$ cat config.mk
export PLATFORM = sky130hd
export DESIGN_NAME = monitor_status_control_regs
export DESIGN_NICKNAME = d
export VERILOG_FILES = /design/src/logic/monitor_regs_pkg.sv /design/src/logic/limit_cmp_if.sv /design/src/logic/limit_compare_bank.sv /design/src/logic/monitor_status_control_regs.sv
export SDC_FILE = /design/constraint.sdc
export NUM_CORES = 1
export LEC_CHECK = 0
export BUFFER_PORTS_ARGS = -buffer_cell sky130_fd_sc_hd__buf_2
export CAP_MARGIN = 20
export CORE_MARGIN = 3
export CORE_UTILIZATION = 25
export CTS_CLUSTER_DIAMETER = 150
export DETAILED_ROUTE_END_ITERATION = 8
export GPL_ROUTABILITY_DRIVEN = 0
export SLEW_MARGIN = 20
export SYNTH_ARGS = -nofsm -noshare
export SYNTH_HDL_FRONTEND = slang
export SYNTH_SLANG_ARGS = --single-unit
$ cat constraint.sdc
create_clock -name sys_clk -period 6.85 [get_ports sys_clk]
set_input_delay 1.37 -clock sys_clk [delete_from_list [all_inputs] [get_ports sys_clk]]
set_output_delay 1.37 -clock sys_clk [all_outputs]
set_load 0.05 [all_outputs]
$ cat src/logic/monitor_regs_pkg.sv
// Purpose: Shared constants and types for the monitor status/control bank.
// Assumes: 125 MHz system clock; byte-wide register port.
// Notes:   Offsets are a compact local map, one byte address per register.
`default_nettype none
package monitor_regs_pkg;

  // ------------------------------------------------------------------
  // Register offsets
  // ------------------------------------------------------------------
  localparam logic [7:0] OFF_SCRATCH      = 8'h00;
  localparam logic [7:0] OFF_MAKER        = 8'h01;
  localparam logic [7:0] OFF_REVISION     = 8'h02;
  localparam logic [7:0] OFF_GEN_STATUS   = 8'h03;
  localparam logic [7:0] OFF_PIN_LEVEL    = 8'h04;
  localparam logic [7:0] OFF_UPPER_STATUS = 8'h05;
  localparam logic [7:0] OFF_LOWER_STATUS = 8'h06;
  localparam logic [7:0] OFF_GEN_CONFIG   = 8'h07;
  localparam logic [7:0] OFF_ANALOG_OUT   = 8'h08;
  localparam logic [7:0] OFF_PULLDOWN     = 8'h09;

  // ------------------------------------------------------------------
  // Reset values and writable-bit masks
  // ------------------------------------------------------------------
  localparam logic [7:0] RST_SCRATCH     = 8'h00;
  localparam logic [7:0] RST_GEN_STATUS  = 8'h40;
  localparam logic [7:0] RST_GEN_CONFIG  = 8'h00;
  localparam logic [7:0] RST_ANALOG_OUT  = 8'h03;
  localparam logic [7:0] RST_PULLDOWN    = 8'hFF;
  localparam logic [7:0] RST_VIOLATION   = 8'h00;
  localparam logic [7:0] MASK_GEN_CONFIG = 8'h07;
  localparam logic [7:0] MASK_ANALOG_OUT = 8'h07;

  // ------------------------------------------------------------------
  // Field positions
  // ------------------------------------------------------------------
  localparam int BIT_BUSY         = 7;
  localparam int BIT_PWR_PENDING  = 6;
  localparam int BIT_UPPER_SUM    = 2;
  localparam int BIT_LOWER_SUM    = 1;
  localparam int BIT_PIN_SUM      = 0;
  localparam int BIT_SOFT_RESET   = 7;
  localparam int BIT_TIMEOUT_DIS  = 2;
  localparam int BIT_FREEZE       = 1;
  localparam int BIT_RUN          = 0;
  localparam int BIT_GROUP_SEL    = 2;
  localparam int BIT_FORCED_LEVEL = 1;
  localparam int BIT_OUTPUTS_OFF  = 0;

  // ------------------------------------------------------------------
  // Timing
  // ------------------------------------------------------------------
  localparam int CLK_PERIOD_PS    = 8000;
  localparam int POWERUP_TIME_NS  = 1000;
  localparam int POWERUP_CYCLES   =
    (POWERUP_TIME_NS * 1000 + CLK_PERIOD_PS - 1) / CLK_PERIOD_PS;
  localparam int BUS_TIMEOUT_US   = 25;
  localparam int BUS_TIMEOUT_CYCLES =
    (BUS_TIMEOUT_US * 1000000) / CLK_PERIOD_PS;

  // ------------------------------------------------------------------
  // Sizes and states
  // ------------------------------------------------------------------
  localparam int LIMIT_CHANNELS = 6;
  localparam int RESULT_W       = 12;
  localparam int OUTPUT_COUNT   = 12;
  localparam int CONTROL_INPUTS = 2;

  typedef enum logic [1:0] {
    PWR_WAIT = 2'b00,
    PWR_DONE = 2'b01
  } pwr_state_t;

  typedef enum logic [1:0] {
    TMO_IDLE  = 2'b00,
    TMO_COUNT = 2'b01,
    TMO_FIRED = 2'b11
  } tmo_state_t;

endpackage
`default_nettype wire

$ cat src/logic/limit_cmp_if.sv
// Purpose: Carries conversion results and thresholds to the bank, and flags back from it.
// Assumes: Channel index 0..5 stands for monitored channels 1,2,3,9,10,11.
// Notes:   Thresholds are supplied from outside this block.
`timescale 1ns/10ps
`default_nettype none
interface limit_cmp_if #(
  parameter int CHANNELS = 6,
  parameter int DATA_W   = 12
);
  logic                result_valid;
  logic [2:0]          result_chan;
  logic [DATA_W-1:0]   result_data;
  logic [DATA_W-1:0]   upper [CHANNELS];
  logic [DATA_W-1:0]   lower [CHANNELS];
  logic                clear;
  logic [CHANNELS-1:0] upper_flags;
  logic [CHANNELS-1:0] lower_flags;

  modport bank  (input  result_valid, result_chan, result_data, upper,
                 lower, clear, output upper_flags, lower_flags);
  modport owner (output result_valid, result_chan, result_data, upper,
                 lower, clear, input  upper_flags, lower_flags);
endinterface
`default_nettype wire

$ cat src/logic/limit_compare_bank.sv
// Purpose: Window comparator flags for the six limit-checked channels.
// Assumes: One result per strobe; channel index below CHANNELS.
// Notes:   Each flag reflects only the latest result of its channel.
`timescale 1ns/10ps
`default_nettype none
module limit_compare_bank #(
  parameter int CHANNELS = 6,
  parameter int DATA_W   = 12
) (
  // Clock and reset
  input wire logic  sys_clk,
  input wire logic  rst_n,
  // Comparator link
  limit_cmp_if.bank cmp
);

  initial begin
    if (CHANNELS < 1 || CHANNELS > 8) begin
      $error("CHANNELS must lie between 1 and 8");
    end
  end

  logic [CHANNELS-1:0] upper_q;
  logic [CHANNELS-1:0] lower_q;
  logic                hit;

  assign hit = cmp.result_valid && (32'(cmp.result_chan) < CHANNELS);

  // Upper is strictly above, lower includes equality.
  always_ff @(posedge sys_clk) begin
    if (!rst_n || cmp.clear) begin
      upper_q <= '0;
      lower_q <= '0;
    end else if (hit) begin
      upper_q[cmp.result_chan] <=
        cmp.result_data > cmp.upper[cmp.result_chan];
      lower_q[cmp.result_chan] <=
        cmp.result_data <= cmp.lower[cmp.result_chan];
    end
  end

  assign cmp.upper_flags = upper_q;
  assign cmp.lower_flags = lower_q;

endmodule
`default_nettype wire

$ cat src/logic/monitor_status_control_regs.sv
// Purpose: Byte-wide status and control register bank of a monitor.
// Assumes: Register port strobes are synchronous, one cycle each.
// Notes:   Serial bus protocol, sequencing and data registers live elsewhere.
//
// What this block does
// - Scratch byte, resets to zero, read back only, no other effect.
// - Maker and revision codes are read-only constants.
// - Busy status bit follows converter activity.
// - General status resets to 0x40; pending flag clears after power-up.
// - Upper summary bit is set when any upper flag is set.
// - Lower summary bit is set when any lower flag is set.
// - Pin summary bit is set when any pin level bit is set.
// - Pin level status returns sampled level of each of eight pins.
// - Upper flag set when channel result exceeds upper threshold.
// - Lower flag set when channel result is at or below lower threshold.
// - Writing soft reset bit returns every register to power-on value except the sampled pin levels and busy bit.
// - While frozen, writes to lockable registers are ignored.
// - Continuous run starts only when run and freeze bits are both set.
// - Group select bit picks how outputs pair with control inputs.
// - Low control input forces its outputs to supply or ground per level bit.
// - Outputs-off bit puts all twelve analog outputs in high impedance.
// - Analog output config resets to 0x03.
// - Pulldown bit one turns pulldown off; register resets to 0xFF.
`timescale 1ns/10ps
`default_nettype none
module monitor_status_control_regs #(
  parameter logic [7:0]  MAKER_CODE         = 8'hA5, // Arbitrary value.
  parameter logic [7:0]  REVISION_CODE      = 8'h3C, // Arbitrary value.
  parameter int unsigned BUS_TIMEOUT_CYCLES =
    monitor_regs_pkg::BUS_TIMEOUT_CYCLES
) (
  // Clock and reset
  input  wire logic        sys_clk,
  input  wire logic        rst_n,
  // Register port
  input  wire logic [7:0]  reg_addr,
  input  wire logic        reg_wr,
  input  wire logic [7:0]  reg_wdata,
  input  wire logic        reg_rd,
  output logic [7:0]       reg_rdata,
  output logic             reg_rvalid,
  // Bus watchdog
  input  wire logic        bus_active,
  output logic             bus_timeout_disable,
  output logic             bus_timeout_reset,
  // Converter
  input  wire logic        adc_converting,
  output logic             continuous_run,
  input  wire logic        result_valid,
  input  wire logic [2:0]  result_chan,
  input  wire logic [11:0] result_data,
  input  wire logic [71:0] upper_threshold,
  input  wire logic [71:0] lower_threshold,
  // General-purpose pins
  input  wire logic [7:0]  gpio_level,
  output logic [7:0]       pulldown_en,
  // Analog output control
  input  wire logic [1:0]  async_output_control_input_n,
  output logic [11:0]      analog_output_pin_force,
  output logic [11:0]      analog_output_pin_level,
  output logic [11:0]      analog_output_pin_hiz
);

  localparam int CH = monitor_regs_pkg::LIMIT_CHANNELS;
  localparam int DW = monitor_regs_pkg::RESULT_W;
  localparam int NO = monitor_regs_pkg::OUTPUT_COUNT;

  initial begin
    if (BUS_TIMEOUT_CYCLES < 2) begin
      $error("BUS_TIMEOUT_CYCLES must be at least 2");
    end
  end

  // ------------------------------------------------------------------
  // Register state
  // ------------------------------------------------------------------
  logic [7:0]                    scratch_q;
  logic [7:0]                    gen_config_q;
  logic [7:0]                    analog_out_q;
  logic [7:0]                    pulldown_q;
  logic [7:0]                    pin_level_q;
  logic                          busy_q;
  logic                          soft_rst;
  logic                          freeze;
  monitor_regs_pkg::pwr_state_t  pwr_state_q;
  logic [7:0]                    pwr_cnt_q;
  monitor_regs_pkg::tmo_state_t  tmo_state_q;
  logic [31:0]                   tmo_cnt_q;
  logic [7:0]                    gen_status;
  logic [7:0]                    upper_status;
  logic [7:0]                    lower_status;

  function automatic logic wr_hit(input logic [7:0] off);
    return reg_wr && (reg_addr == off);
  endfunction

  assign freeze   = gen_config_q[monitor_regs_pkg::BIT_FREEZE];
  // Soft reset wins over any other write in the same cycle.
  assign soft_rst = wr_hit(monitor_regs_pkg::OFF_GEN_CONFIG) &&
                    reg_wdata[monitor_regs_pkg::BIT_SOFT_RESET];

  // ------------------------------------------------------------------
  // Comparator bank
  // ------------------------------------------------------------------
  limit_cmp_if #(.CHANNELS(CH), .DATA_W(DW)) cmp ();

  assign cmp.result_valid = result_valid;
  assign cmp.result_chan  = result_chan;
  assign cmp.result_data  = result_data;
  assign cmp.clear        = soft_rst;

  for (genvar i = 0; i < CH; i++) begin : g_thr
    assign cmp.upper[i] = upper_threshold[i*DW +: DW];
    assign cmp.lower[i] = lower_threshold[i*DW +: DW];
  end

  limit_compare_bank #(.CHANNELS(CH), .DATA_W(DW)) u_cmp (
    .sys_clk (sys_clk),
    .rst_n   (rst_n),
    .cmp     (cmp)
  );

  assign upper_status = {2'b00, cmp.upper_flags};
  assign lower_status = {2'b00, cmp.lower_flags};

  // ------------------------------------------------------------------
  // Writable registers
  // ------------------------------------------------------------------
  always_ff @(posedge sys_clk) begin
    if (!rst_n || soft_rst) begin
      scratch_q <= monitor_regs_pkg::RST_SCRATCH;
    end else if (wr_hit(monitor_regs_pkg::OFF_SCRATCH)) begin
      scratch_q <= reg_wdata;
    end
  end

  // The config register stays writable while frozen so that run can stop.
  always_ff @(posedge sys_clk) begin
    if (!rst_n || soft_rst) begin
      gen_config_q <= monitor_regs_pkg::RST_GEN_CONFIG;
    end else if (wr_hit(monitor_regs_pkg::OFF_GEN_CONFIG)) begin
      gen_config_q <= reg_wdata & monitor_regs_pkg::MASK_GEN_CONFIG;
    end
  end

  always_ff @(posedge sys_clk) begin
    if (!rst_n || soft_rst) begin
      analog_out_q <= monitor_regs_pkg::RST_ANALOG_OUT;
    end else if (wr_hit(monitor_regs_pkg::OFF_ANALOG_OUT) && !freeze) begin
      analog_out_q <= reg_wdata & monitor_regs_pkg::MASK_ANALOG_OUT;
    end
  end

  always_ff @(posedge sys_clk) begin
    if (!rst_n || soft_rst) begin
      pulldown_q <= monitor_regs_pkg::RST_PULLDOWN;
    end else if (wr_hit(monitor_regs_pkg::OFF_PULLDOWN) && !freeze) begin
      pulldown_q <= reg_wdata;
    end
  end

  // ------------------------------------------------------------------
  // Status sampling and power-up sequence
  // ------------------------------------------------------------------
  always_ff @(posedge sys_clk) begin
    if (!rst_n) begin
      pin_level_q <= 8'h00;
      busy_q      <= 1'b0;
    end else begin
      pin_level_q <= gpio_level;
      busy_q      <= adc_converting;
    end
  end

  always_ff @(posedge sys_clk) begin
    if (!rst_n || soft_rst) begin
      pwr_state_q <= monitor_regs_pkg::PWR_WAIT;
      pwr_cnt_q   <= 8'h00;
    end else begin
      case (pwr_state_q)
        monitor_regs_pkg::PWR_WAIT: begin
          if (32'(pwr_cnt_q) == monitor_regs_pkg::POWERUP_CYCLES - 1) begin
            pwr_state_q <= monitor_regs_pkg::PWR_DONE;
          end else begin
            pwr_cnt_q <= pwr_cnt_q + 8'h01;
          end
        end
        monitor_regs_pkg::PWR_DONE: pwr_state_q <= monitor_regs_pkg::PWR_DONE;
        default: pwr_state_q <= monitor_regs_pkg::PWR_WAIT;
      endcase
    end
  end

  always_comb begin
    gen_status = 8'h00;
    gen_status[monitor_regs_pkg::BIT_BUSY] = busy_q;
    gen_status[monitor_regs_pkg::BIT_PWR_PENDING] =
      (pwr_state_q != monitor_regs_pkg::PWR_DONE);
    gen_status[monitor_regs_pkg::BIT_UPPER_SUM] = |upper_status;
    gen_status[monitor_regs_pkg::BIT_LOWER_SUM] = |lower_status;
    gen_status[monitor_regs_pkg::BIT_PIN_SUM]   = |pin_level_q;
  end

  // ------------------------------------------------------------------
  // Read port
  // ------------------------------------------------------------------
  always_ff @(posedge sys_clk) begin
    if (!rst_n) begin
      reg_rdata  <= 8'h00;
      reg_rvalid <= 1'b0;
    end else begin
      reg_rvalid <= reg_rd;
      if (reg_rd) begin
        case (reg_addr)
          monitor_regs_pkg::OFF_SCRATCH:      reg_rdata <= scratch_q;
          monitor_regs_pkg::OFF_MAKER:        reg_rdata <= MAKER_CODE;
          monitor_regs_pkg::OFF_REVISION:     reg_rdata <= REVISION_CODE;
          monitor_regs_pkg::OFF_GEN_STATUS:   reg_rdata <= gen_status;
          monitor_regs_pkg::OFF_PIN_LEVEL:    reg_rdata <= pin_level_q;
          monitor_regs_pkg::OFF_UPPER_STATUS: reg_rdata <= upper_status;
          monitor_regs_pkg::OFF_LOWER_STATUS: reg_rdata <= lower_status;
          monitor_regs_pkg::OFF_GEN_CONFIG:   reg_rdata <= gen_config_q;
          monitor_regs_pkg::OFF_ANALOG_OUT:   reg_rdata <= analog_out_q;
          monitor_regs_pkg::OFF_PULLDOWN:     reg_rdata <= pulldown_q;
          default:                            reg_rdata <= 8'h00;
        endcase
      end
    end
  end

  // ------------------------------------------------------------------
  // Bus watchdog and conversion run
  // ------------------------------------------------------------------
  assign bus_timeout_disable = gen_config_q[monitor_regs_pkg::BIT_TIMEOUT_DIS];

  // One reset pulse per stall; the bus must go idle before another.
  always_ff @(posedge sys_clk) begin
    if (!rst_n) begin
      tmo_state_q       <= monitor_regs_pkg::TMO_IDLE;
      tmo_cnt_q         <= 32'h0000_0000;
      bus_timeout_reset <= 1'b0;
    end else begin
      bus_timeout_reset <= 1'b0;
      case (tmo_state_q)
        monitor_regs_pkg::TMO_IDLE: begin
          tmo_cnt_q <= 32'h0000_0000;
          if (bus_active && !bus_timeout_disable) begin
            tmo_state_q <= monitor_regs_pkg::TMO_COUNT;
          end
        end
        monitor_regs_pkg::TMO_COUNT: begin
          if (!bus_active || bus_timeout_disable) begin
            tmo_state_q <= monitor_regs_pkg::TMO_IDLE;
          end else if (tmo_cnt_q == BUS_TIMEOUT_CYCLES - 2) begin
            tmo_state_q       <= monitor_regs_pkg::TMO_FIRED;
            bus_timeout_reset <= 1'b1;
          end else begin
            tmo_cnt_q <= tmo_cnt_q + 32'h0000_0001;
          end
        end
        monitor_regs_pkg::TMO_FIRED: begin
          if (!bus_active) begin
            tmo_state_q <= monitor_regs_pkg::TMO_IDLE;
          end
        end
        default: tmo_state_q <= monitor_regs_pkg::TMO_IDLE;
      endcase
    end
  end

  always_ff @(posedge sys_clk) begin
    if (!rst_n) begin
      continuous_run <= 1'b0;
    end else begin
      continuous_run <= gen_config_q[monitor_regs_pkg::BIT_RUN] &&
                        freeze;
    end
  end

  // ------------------------------------------------------------------
  // Analog output control
  // ------------------------------------------------------------------
  // Split mode: first control input serves outputs 1-6, second 7-12.
  function automatic logic group_ctrl_n(input int idx, input logic output_group_select,
                                        input logic [1:0] ctl_n);
    return output_group_select ? ctl_n[0] : ctl_n[idx / (NO / 2)];
  endfunction

  assign pulldown_en = ~pulldown_q;

  always_ff @(posedge sys_clk) begin
    if (!rst_n) begin
      analog_output_pin_force <= '0;
      analog_output_pin_level <= '0;
      analog_output_pin_hiz   <= '1;
    end else begin
      for (int i = 0; i < NO; i++) begin
        analog_output_pin_force[i] <= !group_ctrl_n(i,
          analog_out_q[monitor_regs_pkg::BIT_GROUP_SEL],
          async_output_control_input_n);
        analog_output_pin_level[i] <=
          analog_out_q[monitor_regs_pkg::BIT_FORCED_LEVEL];
        analog_output_pin_hiz[i] <=
          analog_out_q[monitor_regs_pkg::BIT_OUTPUTS_OFF];
      end
    end
  end

  // ------------------------------------------------------------------
  // Checks
  // ------------------------------------------------------------------
  property p_scratch_readback;
    @(posedge sys_clk) disable iff (!rst_n)
    wr_hit(monitor_regs_pkg::OFF_SCRATCH) ##1 !reg_wr ##1
      (reg_rd && reg_addr == monitor_regs_pkg::OFF_SCRATCH && !reg_wr)
      |=> reg_rdata == $past(reg_wdata, 3);
  endproperty
  a_scratch_readback: assert property (p_scratch_readback)
    else $error("scratch read back differs from written value");

  property p_maker_fixed;
    @(posedge sys_clk) disable iff (!rst_n)
    reg_rd && reg_addr == monitor_regs_pkg::OFF_MAKER
      |=> reg_rvalid && reg_rdata == MAKER_CODE;
  endproperty
  a_maker_fixed: assert property (p_maker_fixed)
    else $error("maker code read wrong");

  property p_pwr_pending;
    @(posedge sys_clk) disable iff (!rst_n)
    soft_rst |=> gen_status[monitor_regs_pkg::BIT_PWR_PENDING]
      ##125 !gen_status[monitor_regs_pkg::BIT_PWR_PENDING];
  endproperty
  a_pwr_pending: assert property (p_pwr_pending)
    else $error("power-up pending flag timing wrong");

  property p_upper_summary;
    @(posedge sys_clk) disable iff (!rst_n)
    result_valid && result_chan == 3'h0 && !soft_rst &&
      result_data > upper_threshold[DW-1:0]
      |=> gen_status[monitor_regs_pkg::BIT_UPPER_SUM];
  endproperty
  a_upper_summary: assert property (p_upper_summary)
    else $error("upper summary not set after violation");

  property p_freeze_holds;
    @(posedge sys_clk) disable iff (!rst_n)
    freeze && !soft_rst && wr_hit(monitor_regs_pkg::OFF_PULLDOWN)
      |=> $stable(pulldown_q);
  endproperty
  a_freeze_holds: assert property (p_freeze_holds)
    else $error("frozen register changed on write");

  property p_run_needs_freeze;
    @(posedge sys_clk) disable iff (!rst_n)
    continuous_run |-> $past(freeze) &&
      $past(gen_config_q[monitor_regs_pkg::BIT_RUN]);
  endproperty
  a_run_needs_freeze: assert property (p_run_needs_freeze)
    else $error("run started without freeze and run bits");

  property p_soft_reset;
    @(posedge sys_clk) disable iff (!rst_n)
    soft_rst |=> scratch_q == 8'h00 && pulldown_q == 8'hFF &&
      analog_out_q == 8'h03 ##1 (&analog_output_pin_hiz);
  endproperty
  a_soft_reset: assert property (p_soft_reset)
    else $error("soft reset left a register unrestored");

  property p_timeout_off;
    @(posedge sys_clk) disable iff (!rst_n)
    bus_timeout_disable [*2] |-> !bus_timeout_reset;
  endproperty
  a_timeout_off: assert property (p_timeout_off)
    else $error("bus reset issued while timeout disabled");

endmodule
`default_nettype wire

# After elaboration in Yosys (flattened, before gate mapping)
# Cells that the tools add are included.
# word_totals
register_bits	107
in_bits	192
out_inout_bits	56
wordCells	106
# classes
addsub	2
order_cmp	6
eq_ne	21
mux	23
bitwise	5
n_reduce_logical	30
# op_table
cell	count
$pmux 8 s10	1
$bmux 12 s3	2
$mux 32	2
$pmux 32 s2	1
$mux 12	4
$add 32x1->32 const B	1
$eq 32x12->1 const B	1
$eq 8x3->1 const B	4
$eq 8x2->1 const B	2
$eq 8x4->1 const B	2
$bwmux 6	2
$gt 12x12->1	1
$le 12x12->1	1
$reduce_or 6->1	2
$logic_and 1x1->1	11
$mux 2	5
$ne 2x2->1 const B	5
$add 8x1->8 const B	1
$eq 8x1->1 const B	1
$eq 8x7->1 const B	1
$logic_not 8->1	1
$not 8->8	1
$reduce_or 8->1	1
$logic_not 1->1	6
other kinds (20)	28

# Logic depth before layout (Yosys ltp)
# Gate-level depths: netlist of run 1.
# logic_depth
word_depth	6
ltp_mapped	13
ltp_nobuf	11

# By module
# From an unflattened synthesis of run 1, not the netlist that was laid out.
# hier_totals
cells_unflattened	810
hier_area_um2	6592.6
# modules_own_cells
mod	n_inst	cells_each	area_each_um2	seq_area_each_um2
monitor_status_control_regs	1	576	4740.8	1781.7
limit_compare_bank	1	234	1851.8	240.2

# Worst setup path before layout of run 1
# OpenSTA, ideal clock, no wires.
# synth_path
path_type	input to register
startpoint	input port result_chan[2]
endpoint	register u_cmp.upper_q[0] (netlist: u_cmp.cmp.upper_flags[0])
setup_ps	132
arrival_time_ps	3768
t_required_ps	6718
setup_slack_ps	2950
stages	11
path_buffers	1
cell_sequence	nor3_1 -> clkbuf_1 -> a22oi_1 -> nand2_1 -> a221oi_1 -> ha_1 -> a21o_1 -> a21o_1 -> a221o_1 -> o211ai_1 -> o21ai_0
# synth_via
elab_chain_cells	6
word_cells_on_any_way	13
classes_between	4 x order compare; 6 x mux; 1 x bitwise; 2 x reduce/logical
# synth_lines
item	line	source
start: declaration	monitor_status_control_regs.sv:50	input wire logic [2:0] result_chan,
$not 3->4 (implied by the code)	limit_compare_bank.sv:36	cmp.result_data > cmp.upper[cmp.result_chan];
$bmux 12 s3	limit_compare_bank.sv:36	
$mux 12 (implied by the code) (2 in series)	limit_compare_bank.sv:36	
$gt 12x12->1	limit_compare_bank.sv:36	
$bwmux 6	limit_compare_bank.sv:35	upper_q[cmp.result_chan] <=
end signal: indexed assignment	limit_compare_bank.sv:35	
end: declaration	limit_compare_bank.sv:23	logic [CHANNELS-1:0] upper_q;
# Several ways; a longest one is shown, not always the timed one. The select of a mux whose other input is x is not followed.
# A chain may end at the register's enable or synchronous reset.

# Final worst setup path of run 1
# layout_path
startpoint	input port result_chan[1]
endpoint	register u_cmp.upper_q[4] (netlist: u_cmp.cmp.upper_flags[4])
# The elaborated chain is that of the path after synthesis.

==> results.md, run 1 <==
Final layout:
- The final standard cell count with taps included and fillers excluded is 1300.
- In the layout the commonest cells are buf_2 (247), nand2_1 (103), dfxtp_1 (101), a22oi_1 (51), a21oi_1 (45).
- The area growth from synthesis to layout is 24.8%.
- The net total in the final layout is about 1200.
- The share of post-route cells with drive strength above 1 is a little under a third.
- The library cell used most frequently in the layout, excluding fill and tap cells, is buf_2.
- The number of diodes is 0.

Critical path:
- The cell at the slowest stage of the critical path is nor3b_4.
- The worst register-to-register path ends at tmo_cnt_q[31].
- The maximum fanout along the worst path is 27.
- The flop-to-flop setup slack is ~4.3 ns.
- The number of buffer and inverter instances along the worst setup path is 1.
- Traced cell by cell, the critical path runs through buf_2 > nor3b_4 > a22oi_1 > nand2_1 > a221oi_1 > ha_1 > nand4_1 > or4_1 > o211ai_1 > o21ai_0.
- The sort of element at the start of the critical path is an input pin.
- The data arrival time of the critical path is about 4.4 ns.
- The number of cells on the worst reg-to-reg path is 5.
- The critical path endpoint category is a register.
- The critical path start-end classification is in -> reg.
- The kind of cell with the highest combined delay along the critical path is simple AND/OR/NAND/NOR gates.
- STA puts the critical path data required time at 7.07 ns.
- In this run the critical register-to-register path is launched from tmo_state_q[0].
- Counting buffers and inverters, the worst setup path is 10 cells deep.
- The maximum single-stage delay on the critical path is 0.90 ns.

Pwr:
- The analysis attributes to cell leakage a power of ~3.4 nW.
- The net switching component of the power is 0.400 mW.
- Internal power comes to 1.02 mW.
- The share of total power in sequential cells is 42.6%.
- Of the total power, the clock network draws 39.2%.
- Per report_power, the combinational group accounts for 18.2% of the total.
- The maximum resistive drop on vdd is 0.129 mV.
- In this run switching power makes up between 20% and 30% of total power.
- Dividing total power by cell area gives a power density of 180 nW/um^2.

Min path:
- The hold path endpoint is scratch_q[6].
- The beginning of the worst hold path is scratch_q[6].
- The number of instances on the worst hold path is 2.
- The path class of the tightest hold or removal check is reg -> reg.

Synth:
- The synthesis-stage register bit count is between 100 and 150.
- The most common flop cell mapped by yosys is dfxtp_1.
- The share of flip-flops with an asynchronous set or reset is 0%.
- By area the synthesized netlist is led by dfxtp_1 (32%), nand2_1 (6.1%), a22oi_1 (6.0%), ha_1 (5.3%), buf_4 (4.3%).
- The average instance area after synthesis is 8.06 sq um.
- The number of nets in the synthesized netlist is ~1000.
- The combined area of all synthesized cells is approximately 6300 sq um.
- The share of the synthesized area in the top cell type is 31.9%.
- After technology mapping, the gate count stands at 787.
- The number of warnings reported in the yosys synthesis log is 0.
- The count of cell types in the netlist is 67.
- The proportion of synthesized chip area in sequential cells is 31.9%.
- Summed over all instances, the cell type with the most area after synthesis is dfxtp_1.
- Counting flops with a built-in enable in the synthesized netlist gives 0.

Route:
- After the first detailed-routing iteration, the DRC count stood at roughly 490.
- The detailed-route vias per instance is 5.24.
- Once detail routing completed, the nets flagged for antenna violations numbered 0.
- Before antenna repair, the detailed router went through 7 iterations.
- The routed design has 23500 microns of wire.
- The total via count after detailed routing is between 6000 and 7000.
- For this run, design rule violations remaining after detail routing come to 0.
- The routed length per placed instance is 18.1 microns.

Run status:
- The run finished with clean final reports.

STA:
- The total of endpoints with negative setup slack in the final report is 0.
- Derived from the worst setup path, the maximum achievable clock frequency is 0.239 GHz.
- The final count of pins violating max slew is 0.
- After layout, the minimum clock period comes to 4.18 ns.
- Of the available clock period, the critical path in the final layout requires 61.0%.
- Setup repair after global routing left no endpoint under its margin.
- The number of failing hold endpoints at the final stage is 0.
- The relative slew slack is 26.4%.
- Between clock sinks in the finished design, the worst skew comes to ~0.011 ns.
- The final-layout setup total negative slack is 0 ns.
- The actual slew at the worst max-slew pin is 1.10 ns.

Global route:
- The total grt overflow is 0.
- The pin count of the biggest net entering global routing is 34.
- The via count of the first global-routing pass was 6398.
- For this run, global-route usage on met3 was measured as 3.22%.
- The global-route met2 utilization is 30.0%.
- The wire length of the first global-routing pass is around 35000 microns.
- The initial antenna violation count came to 0.
- The highest-utilization routing layer at the global route stage is met2.
- The global-route usage over all layers is 16.7%.
- The met1 routing resource usage after global routing is 18.8%.

Floorplan:
- The floorplan has 57 rows.
- For this configuration, the core starts out at a cell density of between 20% and 30%.
- The count of boundary I/O pins is 248.
- The core region area is 24600 sq um.
- The die covers 27300 sq um.
- The vertical die dimension is 165 microns.
- The width of the die is 165 microns.

CTS:
- The clock sink count is 101.
- Hold repair after CTS inserted 0 buffers.
- The root buffer cell chosen for the clock tree is clkbuf_16.
- The number of buffers created by CTS is 9.
- Buffers added to address setup during post-CTS repair amount to 0.
- TritonCTS built the clock tree.
- Clock-pin slew was measured on the worst setup and hold paths at roughly 0.070 ns.
- In this run, post-CTS repair resized a total of 0 instances.
- The maximum count of clock buffers along a single path is 2.
- For the worst-skew pair, the clock arrives at the later sink with an insertion delay of 0.36 ns.
- The clock tree synthesis step divided the H-tree into 3 levels.

Flow run:
- The number of maximum-capacitance violations is 0.

Placed design:
- Including well taps, the total number of placed cells is between 1000 and 1500.
- After legalization and detailed placement, the total HPWL measured approximately 19000 microns.
- During placement, the flow inserted port buffers numbering between 200 and 250.
-- per-layer routing --
layer | share of wire, % | wire, microns | vias to the layer above
met5 | 0 | 0 | -
met4 | 4.8 | 1130 | 0
met3 | 7.4 | 1740 | 44
met2 | 50 | 11900 | 336
li1 | - | - | 3296
met1 | 37 | 8800 | 3131
-- stage by stage --
step	hold slack, ns	utilization, %	setup WS [ns]	area [sq um]	power [mW]
after global placement	0.438	30.8	2.32	7580	0.877
after floorplan	0.427	-	2.95	6350	0.772
final	0.453	32.2	2.67	7920	1.42
after detailed placement	0.437	30.8	2.23	7580	0.880
after global routing	0.479	32.2	2.38	7920	1.49
after CTS	0.455	32.1	2.62	7910	1.44
-- worst register-to-register path: cells and delay by family, from the launching register on --
family,cells,cell delay (ns)
AND/OR/NAND/NOR,5,1.69
flip-flops,1,0.78
-- how the worst max path moves through the flow --
stage	start	slack, ns	to
after floorplan	result_chan[2]	2.95	u_cmp.cmp.upper_flags[0]
after global placement	result_chan[1]	2.32	u_cmp.cmp.upper_flags[1]
after detailed placement	result_chan[2]	2.23	u_cmp.cmp.upper_flags[4]
after CTS	result_chan[2]	2.62	u_cmp.cmp.upper_flags[4]
after global routing	result_chan[1]	2.38	u_cmp.cmp.upper_flags[2]
final	result_chan[1]	2.67	u_cmp.cmp.upper_flags[4]
-- sequential cells by signal, summed over array words and instances (netlist names) --
name and flops:
tmo_cnt_q 32, pin_level_q 8, pulldown_q 8, pwr_cnt_q 8, reg_rdata 8, scratch_q 8, u_cmp.cmp.lower_flags 6, u_cmp.cmp.upper_flags 6
analog_out_q 3, gen_config_q 3, analog_output_pin_force 2, tmo_state_q 2, analog_output_pin_hiz 1, analog_output_pin_level 1, bus_timeout_reset 1, busy_q 1
continuous_run 1, pwr_state_q 1, reg_rvalid 1
-- power by group through the flow --
stage	combinational (mW)	sequential, mW	clock (mW)
CTS	0.261	0.606	0.575
floorplan	0.153	0.619	0
global placement	0.257	0.619	0
finish	0.260	0.606	0.558
global route	0.287	0.607	0.600
detailed placement	0.260	0.620	0
-- final cells by class --
class | count | area [sq um]
clock buffers | 10 | 229
clock inverters | 6 | 93.8
fillers | 2668 | 16700
inverters | 21 | 78.8
multi-input cells | 587 | 3820
flip-flops and latches | 101 | 2020
well taps | 324 | 405
repair buffers | 251 | 1270
-- kinds of logic (layout without fill, tap and decap cells) --
family	Yosys count	in the layout	share of synthesized area, %
AND/OR/NAND/NOR	310	310	25.7
adder cells (fa/ha/maj)	27	27	5.32
AO/OA/AOI/OAI	231	231	25.5
XOR/XNOR	9	9	1.24
flip-flops	101	101	31.9
buffers and inverters	99	288	8.44
multiplexers	10	10	1.97
-- Yosys cell counts (all sizes together) (4+ instances only) --
| master | instances |
|---|---|
| dfxtp | 101 |
| or3 | 7 |
| a31oi | 12 |
| nand2b | 7 |
| a311oi | 11 |
| nor3b | 4 |
| a21o | 11 |
| nand4 | 20 |
| buf | 46 |
| or4 | 8 |
| nor4 | 12 |
| nand2 | 104 |
| nor2 | 44 |
| a22oi | 51 |
| mux2i | 8 |
| inv | 21 |
| o21ai | 28 |
| and3 | 15 |
| a211oi | 4 |
| a221oi | 27 |
| nor3 | 12 |
| and4 | 11 |
| a21oi | 46 |
| and2 | 20 |
| and3b | 4 |
| xor2 | 7 |
| clkbuf | 32 |
| nand3 | 28 |
| o211ai | 15 |
| ha | 27 |
| nor2b | 7 |
No activity file was read; power rests on OpenSTA's default activity.
==> run 2, diff against run 1 <==
==> constraint.sdc (replaced) <==
create_clock -name sys_clk -period 3.7 [get_ports sys_clk]
set_input_delay 0.74 -clock sys_clk [delete_from_list [all_inputs] [get_ports sys_clk]]
set_output_delay 0.74 -clock sys_clk [all_outputs]
set_load 0.05 [all_outputs]
==> results.md, run 2 (synthesis gave the netlist of run 1 again) <==
Route:
- The routed length per placed instance came to 17.9 microns (-1.2%).
- The total DRC errors in the routed layout is 0 (unchanged).
- The total via count after detailed routing was 6794 (-0.19%).
- The total length of routed wires is 23500 microns (-0.22%).
- The first-pass iteration count of the detailed router is 5 (-2).
- The remaining number of nets flagged by the antenna check after routing is 0 (unchanged).
- The violation count after the first detailed-route iteration is 419 (-15%).
- The detailed-route vias per instance was 5.17 (-1.2%).

Critical path:
- The cell family with the largest share of critical-path delay is compound AO/OA/AOI/OAI gates.
- The worst setup path is of the in -> reg kind.
- The maximum fanout along the worst path is 9 (-67%).
- The maximum single-stage delay on the critical path is 0.40 ns (-0.50 ns).
- The cell at the slowest stage of the critical path is a221oi_1.
- The required arrival time at the worst endpoint was 3.91 ns (-3.16 ns).
- The critical path endpoint category is a register.
- The signal on the critical path passes through buf_2 > and3b_1 > buf_4 > a22oi_1 > nand2_1 > a221oi_1 > ha_1 > nand4_1 > nor2_1 > a221o_1 > o211ai_1 > o21ai_0.
- The number of buffer and inverter instances along the worst setup path came to 2 (+1).
- STA classifies the critical path startpoint as an input pin.
- The most critical setup path has its startpoint at result_chan[2].
- The data arrival time of the critical path is 3.52 ns (-0.89 ns).
- The critical register-to-register path startpoint is tmo_cnt_q[28].

CTS:
- The buffer type at the clock tree root is clkbuf_16.
- The number of buffers created by CTS was 9 (unchanged).
- The post-cts gate resize count was 0 (unchanged).
- The number of buffers inserted by post-CTS setup repair is 0 (unchanged).
- The maximum level of the CTS H-tree is 3 (unchanged).
- The clock sink count came to 101 (unchanged).
- The number of buffers inserted for hold repair after clock tree synthesis was 0 (unchanged).
- The maximum count of clock buffers along a single path came to 2 (unchanged).
- The CTS clock-pin slew for the worst setup and hold paths is 0.07 ns (about the same).
- The insertion delay of the later-clocked pin in the worst-skew pair is 0.35 ns (about the same).
- The TritonCTS clock tree is done.

STA:
- The number of failing hold endpoints at the final stage is 0 (unchanged).
- Derived from the worst setup path, the maximum achievable clock frequency is roughly 0.30 GHz.
- The total of endpoints with negative setup slack in the final report came to 0 (unchanged).
- The final-layout setup total negative slack is 0 ns (unchanged).
- The final count of pins violating max slew is 0 (unchanged).
- The actual slew at the worst max-slew pin is 0.904 ns (-0.200 ns).
- The relative slew slack is 39.7% (+13 points).
- The post-layout worst setup margin is 0.391 ns (-2.28 ns).
- The routed design could run at a clock period as short as approximately 3.3 ns.
- Setup repair after global routing left no endpoint under its margin.
- The share of the cycle needed by the critical path after routing is 89.4%.
- The worst clock skew came to 0.00824 ns (-0.00320 ns).

Pwr:
- The total power density per cell area is 334 nW/um^2 (+86%).
- The static leakage power is 3.45 nW (+2.2%).
- The maximum resistive drop on vdd is 0.208 mV (+61%).
- The final total power came to 2.69 mW (+89%).

Floorplan:
- The number of rows created at floorplan is 57 (unchanged).
- The area of the die is 27300 sq um (unchanged).
- The vertical die dimension came to 165 microns (unchanged).
- The count of boundary I/O pins came to 248 (unchanged).
- The starting utilization of the core area came to 25.8% (unchanged).
- The width of the die is 165 microns (unchanged).
- The core region area was 24600 sq um (unchanged).

Global route:
- The pin count of the biggest net entering global routing is 33 (-2.9%).
- The global-route usage over all layers was 16.9% (+0.11 points).
- The total grt overflow came to 0 (unchanged).
- The via count of the first global-routing pass came to 6556 (+2.5%).
- The wire length of the first global-routing pass is 35500 microns (+1.8%).
- The initial antenna violation count is 1 (+1).

Flow run:
- The number of maximum-capacitance violations was 0 (unchanged).

Final layout:
- The net total in the final layout is 1203 (+1.1%).
- The share of post-route cells with drive strength above 1 is 30.9% (+0.85 points).
- The register name with the most flops is tmo_cnt_q.
- The top cell types in the final layout, fill and taps aside, are buf_2 (247), nand2_1 (103), dfxtp_1 (101), a22oi_1 (51), a21oi_1 (45).
- The number of flip-flops under the largest register name is 32 (unchanged).
- The final standard cell count with taps included and fillers excluded was 1313 (+1.0%).
- The cell area after layout is 8040 sq um (+1.5%).
- The most common cell after layout, fill and taps aside is buf_2.
- From synthesis to final layout, the design area changed by 26.7%.

Placed design:
- The estimated wirelength of the detail-placed design was 19000 microns (+0.46%).
- The post-placement cell count is 1297 (+1.1%).
- The instance area after placement is 7700 sq um (+1.6%).
- The worst slack at placement is 0.0342 ns (-2.20 ns).
- The number of buffer cells added on primary ports is 247 (unchanged).

Run status:
- The flow ran to the end, and the final reports show no timing, DRC or antenna violations.

Min path:
- The startpoint identified for the worst hold timing path is scratch_q[6].
- The worst hold path belongs to the class reg -> reg.
[run 2: where the power goes]
group	switching (mW)	internal [mW]	leakage, nW
Sequential	0.0151	1.10	0.819
Combinational	0.292	0.200	2.47
Clock	0.420	0.658	0.162
[run 2: final cells by class]
cell class / count / area, sq um
fillers: 2649 / 16600
multi-input cells: 587 / 3820
flip-flops and latches: 101 / 2020
repair buffers: 264 / 1380
well taps: 324 / 405
clock buffers: 9 / 225
clock inverters: 6 / 111
inverters: 21 / 78.8
diodes: 1 / 2.50
[run 2: metrics by stage]
step           util (%)  hold slack, ns
6_report           32.7           0.454
5_1_grt            32.7           0.476
4_1_cts            32.7           0.459
3_3_place_gp       31.3           0.438
3_5_place_dp       31.3           0.449
2_1_floorplan         -           0.427
[run 2: final timing paths]
kind,to,slack (ns),depth (start not counted)
hold reg to reg,scratch_q[6],0.45,2
setup reg to reg,tmo_cnt_q[13],1.34,6
hold / removal,scratch_q[6],0.45,2
setup / recovery,u_cmp.cmp.upper_flags[0],0.39,12
[run 2: metal layers]
layer	vias to the layer above	GRT usage [%]	wire length, microns
li1	3337	-	-
met1	3141	19.0	9020
met2	280	30.5	12000
met3	36	2.92	1520
met4	0	8.36	973
met5	-	0	0
[run 2: worst min-delay path: cells and delay by family, from the launching register on]
kind             cells  cell delay [ns]
flip-flops           1             0.31
AO/OA/AOI/OAI        1             0.05
AND/OR/NAND/NOR      1             0.05
